## src/hdl/spdif_autobuf_pkg.sv

```systemverilog
//------------------------------------------------------------------------------
// Purpose: shared constants and types for the autobuffer status register group
// Assumes: 7-bit register addresses and 8-bit register data on the control port
// Notes:   register offsets, reset values and field limits live here; the assertions repeat them as literals
//------------------------------------------------------------------------------
// Summary of operation
// RULE1 - message gap is a 16-bit zero count, high byte at 0x0F, low at 0x10
// RULE2 - gap bytes reset to 0x00 and 0x09, nine zeros between messages
// RULE3 - unit-gap adjust disabled means no zeros added or removed between units
// RULE4 - user bits and channel-status bits pass through only when each is enabled
// RULE5 - ratio bits 14..8 read at 0x12 bits 6..0, bit 7 reads zero
// RULE6 - ratio bits 7..0 read at 0x13
// RULE7 - 0x14 reads preamble-C high byte when nonaudio, else zero
// RULE8 - 0x15 reads preamble-C low byte when nonaudio, else zero
// RULE9 - unit-gap maximum is 0 to 8; larger codes are flagged unsupported
package spdif_autobuf_pkg;

   //---------------------------------------------------------------------------
   // register map
   //---------------------------------------------------------------------------
   localparam logic [6:0] MSG_GAP_HI_ADDR = 7'h0F;
   localparam logic [6:0] MSG_GAP_LO_ADDR = 7'h10;
   localparam logic [6:0] AUTOBUF_ADDR = 7'h11;
   localparam logic [6:0] RATIO_HI_ADDR = 7'h12;
   localparam logic [6:0] RATIO_LO_ADDR = 7'h13;
   localparam logic [6:0] PRE_C_HI_ADDR = 7'h14;
   localparam logic [6:0] PRE_C_LO_ADDR = 7'h15;

   //---------------------------------------------------------------------------
   // reset values and field limits
   //---------------------------------------------------------------------------
   localparam logic [7:0] MSG_GAP_HI_RESET = 8'h00;
   localparam logic [7:0] MSG_GAP_LO_RESET = 8'h09;
   localparam logic [7:0] AUTOBUF_RESET = 8'h00;
   localparam logic [7:0] UNMAPPED_READ = 8'h00;
   localparam logic [3:0] UNIT_GAP_LIMIT = 4'h8;
   localparam int RATIO_WIDTH = 15;
   localparam int PREAMBLE_WIDTH = 16;

   // autobuffer register fields, bit 7 first
   typedef struct packed {
      logic reserved;
      logic unit_gap_adjust_en;
      logic user_bit_passthru_en;
      logic chan_stat_passthru_en;
      logic [3:0] unit_gap_max;
   } autobuf_ctrl_type;

   // one bit travelling from receiver to transmitter
   typedef struct packed {
      logic valid;
      logic data;
   } stream_bit_type;

endpackage : spdif_autobuf_pkg

```

## src/hdl/ratio_snapshot.sv

```systemverilog
//------------------------------------------------------------------------------
// Purpose: keeps a multi-byte status word coherent across two byte reads
// Assumes: the high byte is read before the low byte
// Notes:   tracks the live word until the high byte is read
//------------------------------------------------------------------------------
`timescale 1ns/1ps
module ratio_snapshot #(
   parameter int WIDTH = 15
) (
   input wire logic i_sys_clk,
   input wire logic i_reset,
   input wire logic [WIDTH-1:0] i_live,
   input wire logic i_take_hi,
   input wire logic i_take_lo,
   output logic [WIDTH-1:0] o_word
);

   logic held;

   // a hold flag freezes the whole word so a slow reader sees one sample
   always_ff @(posedge i_sys_clk or posedge i_reset)
   begin
      if (i_reset)
         held <= 1'b0;
      else if (i_take_hi)
         held <= 1'b1;
      else if (i_take_lo)
         held <= 1'b0;
   end

   // live tracking while not held
   always_ff @(posedge i_sys_clk or posedge i_reset)
   begin
      if (i_reset)
         o_word <= '0;
      else if (!held || i_take_hi)
         o_word <= i_live;
   end

endmodule : ratio_snapshot

```

## src/hdl/spdif_autobuffer_status_regs.sv

```systemverilog
//------------------------------------------------------------------------------
// Purpose: message-gap, autobuffer, rate-ratio and preamble-C registers
// Assumes: control port strobes are one-cycle pulses synchronous to i_sys_clk
// Notes:   read data appears one cycle after the read strobe and holds
//------------------------------------------------------------------------------
`timescale 1ns/1ps
module spdif_autobuffer_status_regs (
   input wire logic i_sys_clk,
   input wire logic i_reset,
   input wire logic [6:0] i_reg_addr,
   input wire logic i_reg_wr,
   input wire logic i_reg_rd,
   input wire logic [7:0] i_reg_wdata,
   output logic [7:0] o_reg_rdata,
   input wire logic [14:0] i_rate_ratio,
   input wire logic i_nonaudio,
   input wire logic [15:0] i_preamble_c,
   input wire logic i_rx_user_valid,
   input wire logic i_rx_user_bit,
   input wire logic i_rx_chan_valid,
   input wire logic i_rx_chan_bit,
   output logic o_tx_user_valid,
   output logic o_tx_user_bit,
   output logic o_tx_chan_valid,
   output logic o_tx_chan_bit,
   output logic [15:0] o_message_gap,
   output logic o_unit_gap_adjust_en,
   output logic [3:0] o_unit_gap_max,
   output logic o_unit_gap_max_bad
);

   //---------------------------------------------------------------------------
   // writable registers
   //---------------------------------------------------------------------------
   logic [7:0] message_gap_hi;
   logic [7:0] message_gap_lo;
   spdif_autobuf_pkg::autobuf_ctrl_type autobuf;
   spdif_autobuf_pkg::stream_bit_type user_out;
   spdif_autobuf_pkg::stream_bit_type chan_out;
   logic [14:0] ratio_word;
   logic [15:0] preamble_c;
   logic [7:0] next_rdata;
   logic autobuf_we;
   spdif_autobuf_pkg::autobuf_ctrl_type next_autobuf;

   // RULE1 gap byte writes
   // RULE2 gap reset values
   always_ff @(posedge i_sys_clk or posedge i_reset)
   begin
      if (i_reset)
      begin
         message_gap_hi <= spdif_autobuf_pkg::MSG_GAP_HI_RESET;
         message_gap_lo <= spdif_autobuf_pkg::MSG_GAP_LO_RESET;
      end
      else if (i_reg_wr)
      begin
         if (i_reg_addr == spdif_autobuf_pkg::MSG_GAP_HI_ADDR)
            message_gap_hi <= i_reg_wdata;
         if (i_reg_addr == spdif_autobuf_pkg::MSG_GAP_LO_ADDR)
            message_gap_lo <= i_reg_wdata;
      end
   end

   // autobuffer control write; the reserved bit is never stored
   assign autobuf_we = i_reg_wr && i_reg_addr == spdif_autobuf_pkg::AUTOBUF_ADDR;
   assign next_autobuf = {1'b0, i_reg_wdata[6:0]};

   // stored control byte
   always_ff @(posedge i_sys_clk or posedge i_reset)
   begin
      if (i_reset)
         autobuf <= spdif_autobuf_pkg::AUTOBUF_RESET;
      else if (autobuf_we)
         autobuf <= next_autobuf;
   end

   // RULE1 joined gap count
   assign o_message_gap = {message_gap_hi, message_gap_lo};

   //---------------------------------------------------------------------------
   // unit-gap limit seen by the stuffing logic
   //---------------------------------------------------------------------------
   assign o_unit_gap_adjust_en = autobuf.unit_gap_adjust_en;

   // RULE3 zero limit when off
   // RULE9 clamp to eight; an unsupported code must not overrun the stuffer
   // registered from the written byte, so the limit lands with the register itself
   always_ff @(posedge i_sys_clk or posedge i_reset)
   begin
      if (i_reset)
      begin
         o_unit_gap_max <= 4'h0;
         o_unit_gap_max_bad <= 1'b0;
      end
      else if (autobuf_we)
      begin
         o_unit_gap_max_bad <= next_autobuf.unit_gap_max > spdif_autobuf_pkg::UNIT_GAP_LIMIT;
         if (!next_autobuf.unit_gap_adjust_en)
            o_unit_gap_max <= 4'h0;
         else if (next_autobuf.unit_gap_max > spdif_autobuf_pkg::UNIT_GAP_LIMIT)
            o_unit_gap_max <= spdif_autobuf_pkg::UNIT_GAP_LIMIT;
         else
            o_unit_gap_max <= next_autobuf.unit_gap_max;
      end
   end

   //---------------------------------------------------------------------------
   // receiver to transmitter passthrough
   //---------------------------------------------------------------------------
   // RULE4 user bit gating
   always_ff @(posedge i_sys_clk or posedge i_reset)
   begin
      if (i_reset)
         user_out <= '0;
      else
      begin
         user_out.valid <= i_rx_user_valid && autobuf.user_bit_passthru_en;
         user_out.data <= i_rx_user_bit && autobuf.user_bit_passthru_en;
      end
   end

   // RULE4 channel status gating
   always_ff @(posedge i_sys_clk or posedge i_reset)
   begin
      if (i_reset)
         chan_out <= '0;
      else
      begin
         chan_out.valid <= i_rx_chan_valid && autobuf.chan_stat_passthru_en;
         chan_out.data <= i_rx_chan_bit && autobuf.chan_stat_passthru_en;
      end
   end

   assign o_tx_user_valid = user_out.valid;
   assign o_tx_user_bit = user_out.data;
   assign o_tx_chan_valid = chan_out.valid;
   assign o_tx_chan_bit = chan_out.data;

   //---------------------------------------------------------------------------
   // status capture
   //---------------------------------------------------------------------------
   // a read of the high byte freezes the low byte so both halves match
   ratio_snapshot #(
      .WIDTH(spdif_autobuf_pkg::RATIO_WIDTH)
   ) u_ratio (
      .i_sys_clk(i_sys_clk),
      .i_reset(i_reset),
      .i_live(i_rate_ratio),
      .i_take_hi(i_reg_rd && i_reg_addr == spdif_autobuf_pkg::RATIO_HI_ADDR),
      .i_take_lo(i_reg_rd && i_reg_addr == spdif_autobuf_pkg::RATIO_LO_ADDR),
      .o_word(ratio_word)
   );

   // RULE7 preamble zeroed when audio
   // RULE8 same gate for low byte
   always_ff @(posedge i_sys_clk or posedge i_reset)
   begin
      if (i_reset)
         preamble_c <= '0;
      else
         preamble_c <= i_nonaudio ? i_preamble_c : 16'h0000;
   end

   //---------------------------------------------------------------------------
   // read mux
   //---------------------------------------------------------------------------
   // RULE5 high ratio byte, bit 7 zero
   // RULE6 low ratio byte from snapshot
   always_comb
   begin
      unique case (i_reg_addr)
         spdif_autobuf_pkg::MSG_GAP_HI_ADDR: next_rdata = message_gap_hi;
         spdif_autobuf_pkg::MSG_GAP_LO_ADDR: next_rdata = message_gap_lo;
         spdif_autobuf_pkg::AUTOBUF_ADDR: next_rdata = autobuf;
         spdif_autobuf_pkg::RATIO_HI_ADDR: next_rdata = {1'b0, i_rate_ratio[14:8]};
         spdif_autobuf_pkg::RATIO_LO_ADDR: next_rdata = ratio_word[7:0];
         spdif_autobuf_pkg::PRE_C_HI_ADDR: next_rdata = preamble_c[15:8];
         spdif_autobuf_pkg::PRE_C_LO_ADDR: next_rdata = preamble_c[7:0];
         default: next_rdata = spdif_autobuf_pkg::UNMAPPED_READ;
      endcase
   end

   // read data holds until the next read strobe
   always_ff @(posedge i_sys_clk or posedge i_reset)
   begin
      if (i_reset)
         o_reg_rdata <= 8'h00;
      else if (i_reg_rd)
         o_reg_rdata <= next_rdata;
   end
endmodule : spdif_autobuffer_status_regs
```

## config.mk

```make
export PLATFORM = sky130hd
export DESIGN_NAME = spdif_autobuffer_status_regs
export DESIGN_NICKNAME = d
export VERILOG_FILES = /design/src/hdl/spdif_autobuf_pkg.sv /design/src/hdl/ratio_snapshot.sv /design/src/hdl/spdif_autobuffer_status_regs.sv
export SDC_FILE = /design/constraint.sdc
export NUM_CORES = 1
export LEC_CHECK = 0
export BUFFER_PORTS_ARGS = -buffer_cell sky130_fd_sc_hd__buf_2
export CORE_MARGIN = 1.5
export CORE_UTILIZATION = 55
export DETAILED_ROUTE_END_ITERATION = 6
export GPL_ROUTABILITY_DRIVEN = 0
export PLACE_DENSITY_LB_ADDON = 0.1
export RECOVER_POWER = 50
export SLEW_MARGIN = 15
export SYNTH_ARGS = -nofsm -noshare
export SYNTH_HDL_FRONTEND = slang
export SYNTH_SLANG_ARGS = --single-unit
```

## constraint.sdc

```tcl
create_clock -name i_sys_clk -period 4.2 [get_ports i_sys_clk]
set_input_delay 0 -clock i_sys_clk [delete_from_list [all_inputs] [get_ports i_sys_clk]]
set_output_delay 0 -clock i_sys_clk [all_outputs]
set_load 0.05 [all_outputs]
```

==> impl_metrics.json <==
{
  "worstSetupPathType": "in2reg",
  "min_delay_path_depth": 2,
  "placementRows": 26,
  "rr_worst_depth": 4,
  "status": "finished, violations left",
  "synth_seq_cells": 65,
  "final_cell_count_no_fill": 436,
  "drive_gt1_frac": 0.303,
  "critical_path.endpoint_type": "register",
  "timing.critical_path.arrival_ns": 2.06,
  "dp_cells": 382,
  "insertion_delay_ns": 0.33,
  "detail_route.iter0.violations": 198,
  "timing_worst_slew_pin_value_ns": 1.53,
  "synth_sequential_area_ratio": 0.562,
  "final.setup.tns_ns": 0,
  "fin_nets": 416,
  "mostFrequentLayoutCell": "dfrtp_1",
  "clock_path_buffers": 2,
  "die_footprint_um2": 5710,
  "gr_ovfl_total": 0,
  "crit_path_end": "message_gap_hi[1]$_DFFE_PP0P_",
  "reg2reg_setup_slack_ns": 3.04,
  "grt_setup_unrepaired": "false",
  "yosys.cell_types.count": 35,
  "dpl_worst_slack_ns": 1.99,
  "critPathLaunchType": "input port",
  "clock_tree.htree_level_count": 3,
  "crit_fanout": 24,
  "power.density_nw_per_um2": 370,
  "synthesis.area_um2": 2900,
  "timing.final.ws_setup_ns": 2.36,
  "via_count": 2307,
  "port_buffers": 88,
  "max_vdd_drop_mv": 0.225,
  "grt_pass1_vias": 2223,
  "timing.critical_path.required_ns": 4.42,
  "finalHoldViolations": 0,
  "power.static_leakage_nw": 1.85,
  "grt_first_pass_wirelength_mm": 10.6,
  "post-route-drc-count": 0,
  "antenna_violations_before_repair": 0,
  "grt_start_max_net_pins": 66,
  "core_um2": 5110,
  "worst_clk_skew_ns": 0.00758,
  "hold_class": "in2reg",
  "final_cell_mix": "dfrtp_1, buf_2, dlygate4sd3_1, clkbuf_1, mux2_2",
  "startpoint_of_the_worst_slack_reg_to_reg_timing_path": "message_gap_lo[0]$_DFFE_PP1P_",
  "n_fill_cell": 351,
  "timing.max_cap.violations": 1,
  "worst_slew_margin_rel": -0.0201,
  "setup_viol": 0,
  "synth_nets": 291,
  "postCtsResizedCells": 0,
  "holdWs_ns": 0.0231,
  "post-route-util": 0.762,
  "post-route-period-util": 0.438,
  "routed_wire_length_per_instance_um": 15.8,
  "max_clock_freq_mhz": 543,
  "cts_root_buf": "clkbuf_8",
  "violated_checks": "capacitance limit, slew limit",
  "die_w_um": 75.6,
  "fp.dieH_um": 75.6,
  "finalWorstPathRequiredPeriod_ns": 1.84,
  "mean_syn_cell_area_um2": 12.3,
  "area.growth.synth_to_final_pct": 34.4,
  "tritoncts_buffer_count": 9,
  "worstReg2RegEnd": "o_reg_rdata[0]$_DFFE_PP0P_",
  "yosys_warnings": 0,
  "syn-instance-count": 236,
  "wirelength_mm": 6.87,
  "io_pins": 89,
  "detail-route-antenna-nets": 0,
  "drv_slew": 66,
  "floorplan.initialDensity": 0.567,
  "globalRouteTotalUtil": 0.259,
  "drt_first_pass_iters": 5,
  "antenna_cells_inserted": 0,
  "vias_per_cell": 5.29,
  "cts_tree": "yes",
  "cp-startpoint": "i_reg_addr[2]",
  "clkSlewWorstSetupHoldPaths_ns": 0.07,
  "clkSinkCount": 65,
  "dpl.hpwl_mm": 4.44
}
[worst min-delay path by stage]
stage,startpoint,to,slack [ns]
finish,i_nonaudio,preamble_c[0]$_DFF_PP0_,0.02
global route,i_nonaudio,preamble_c[13]$_DFF_PP0_,0.04
CTS,i_nonaudio,preamble_c[0]$_DFF_PP0_,0.01
detailed placement,i_preamble_c[0],preamble_c[0]$_DFF_PP0_,0.22
global placement,i_rx_chan_bit,o_tx_chan_bit$_DFF_PP0_,0.21
floorplan,i_reg_wdata[0],o_unit_gap_max[0]$_DFFE_PP0P_,0.13
[metrics by stage]
stage	total power, mW	cell area, um2
floorplan	0.854	2900
global placement	0.923	3370
detailed placement	0.928	3370
CTS	1.46	3940
global route	1.50	3890
finish	1.44	3890
[timing repair]
item                                   CTS  global route
setup buffers                            0             0
endpoints found under the hold margin  115             0
hold buffers                            38             0
[critical path: stages]
cell and delay, ns:
buf_2 0.45, nand2_1 0.12, nor4_2 0.71, nand4_2 0.39
mux2_2 0.37
[cells in the mapped netlist]
library cell / n / share of area
dfrtp_1: 63 / 0.54
mux2_2: 25 / 0.097
and2_1: 21 / 0.045
nand2_1: 16 / 0.021
mux2i_1: 14 / 0.048
clkbuf_1: 10 / 0.013
inv_1: 8 / 0.010
o22ai_1: 8 / 0.017
mux2_4: 7 / 0.036
o21ai_0: 7 / 0.012
o221ai_1: 7 / 0.021
a22oi_1: 6 / 0.016
and3_1: 6 / 0.013
o21ai_1: 5 / 0.0086
nor2_1: 4 / 0.0052
nand3_1: 3 / 0.0052
a21oi_1: 2 / 0.0035
a31oi_1: 2 / 0.0043
a41oi_1: 2 / 0.0060
buf_6: 2 / 0.0078
dfstp_2: 2 / 0.018
nand2b_1: 2 / 0.0043
o31ai_1: 2 / 0.0052
buf_1: 1 / 0.0013
nand3b_1: 1 / 0.0026
nand4_2: 1 / 0.0043
nor2b_1: 1 / 0.0022
nor3_1: 1 / 0.0017
nor4_2: 1 / 0.0043
nor4b_2: 1 / 0.0052
o31ai_2: 1 / 0.0043
or2_2: 1 / 0.0022
or3_1: 1 / 0.0022
or4_1: 1 / 0.0026
or4b_4: 1 / 0.0047
[state kept, by name, indices dropped and copies added, names as in the netlist]
register and flops:
autobuf 6, o_tx_chan_bit 1, o_tx_user_bit 1, o_unit_gap_max_bad 1
message_gap_hi 8, o_tx_chan_valid 1, o_unit_gap_max 4, u_ratio.held 1
o_reg_rdata 8, o_tx_user_valid 1, u_ratio.o_word 8, preamble_c 16
o_unit_gap_adjust_en 1, message_gap_lo 8
[cell type report]
cell class / instances / area [um2] / area share
timing repair buffer: 127 / 786 / 0.202
clock inverter: 2 / 10.0 / 0.00257
multi-input combinational: 150 / 1170 / 0.300
clock buffer: 14 / 183 / 0.0469
inverter: 8 / 30.0 / 0.00771
tap: 70 / 87.6 / 0.0225
sequential: 65 / 1630 / 0.418
[cell families after synthesis]
group	after synthesis	synth area share
flops	65	0.562
simple gates	62	0.126
mux	46	0.182
compound gates	42	0.0980
buf+inv	21	0.0324
[where the power goes]
| part | total (mW) | internal, mW | switching [mW] | leakage [nW] |
|---|---|---|---|---|
| logic | 0.243 | 0.0977 | 0.145 | 0.898 |
| clock network | 0.503 | 0.277 | 0.226 | 0.102 |
| registers | 0.696 | 0.669 | 0.0266 | 0.854 |
[layer usage]
layer	vias up	GRT usage	wire length, um
met4	0	0.103	86
met1	1120	0.349	3130
met3	7	0.0608	317
li1	1102	-	-
met2	78	0.407	3340
met5	-	0	0
Note: power is estimated with default switching activity, not from simulation.
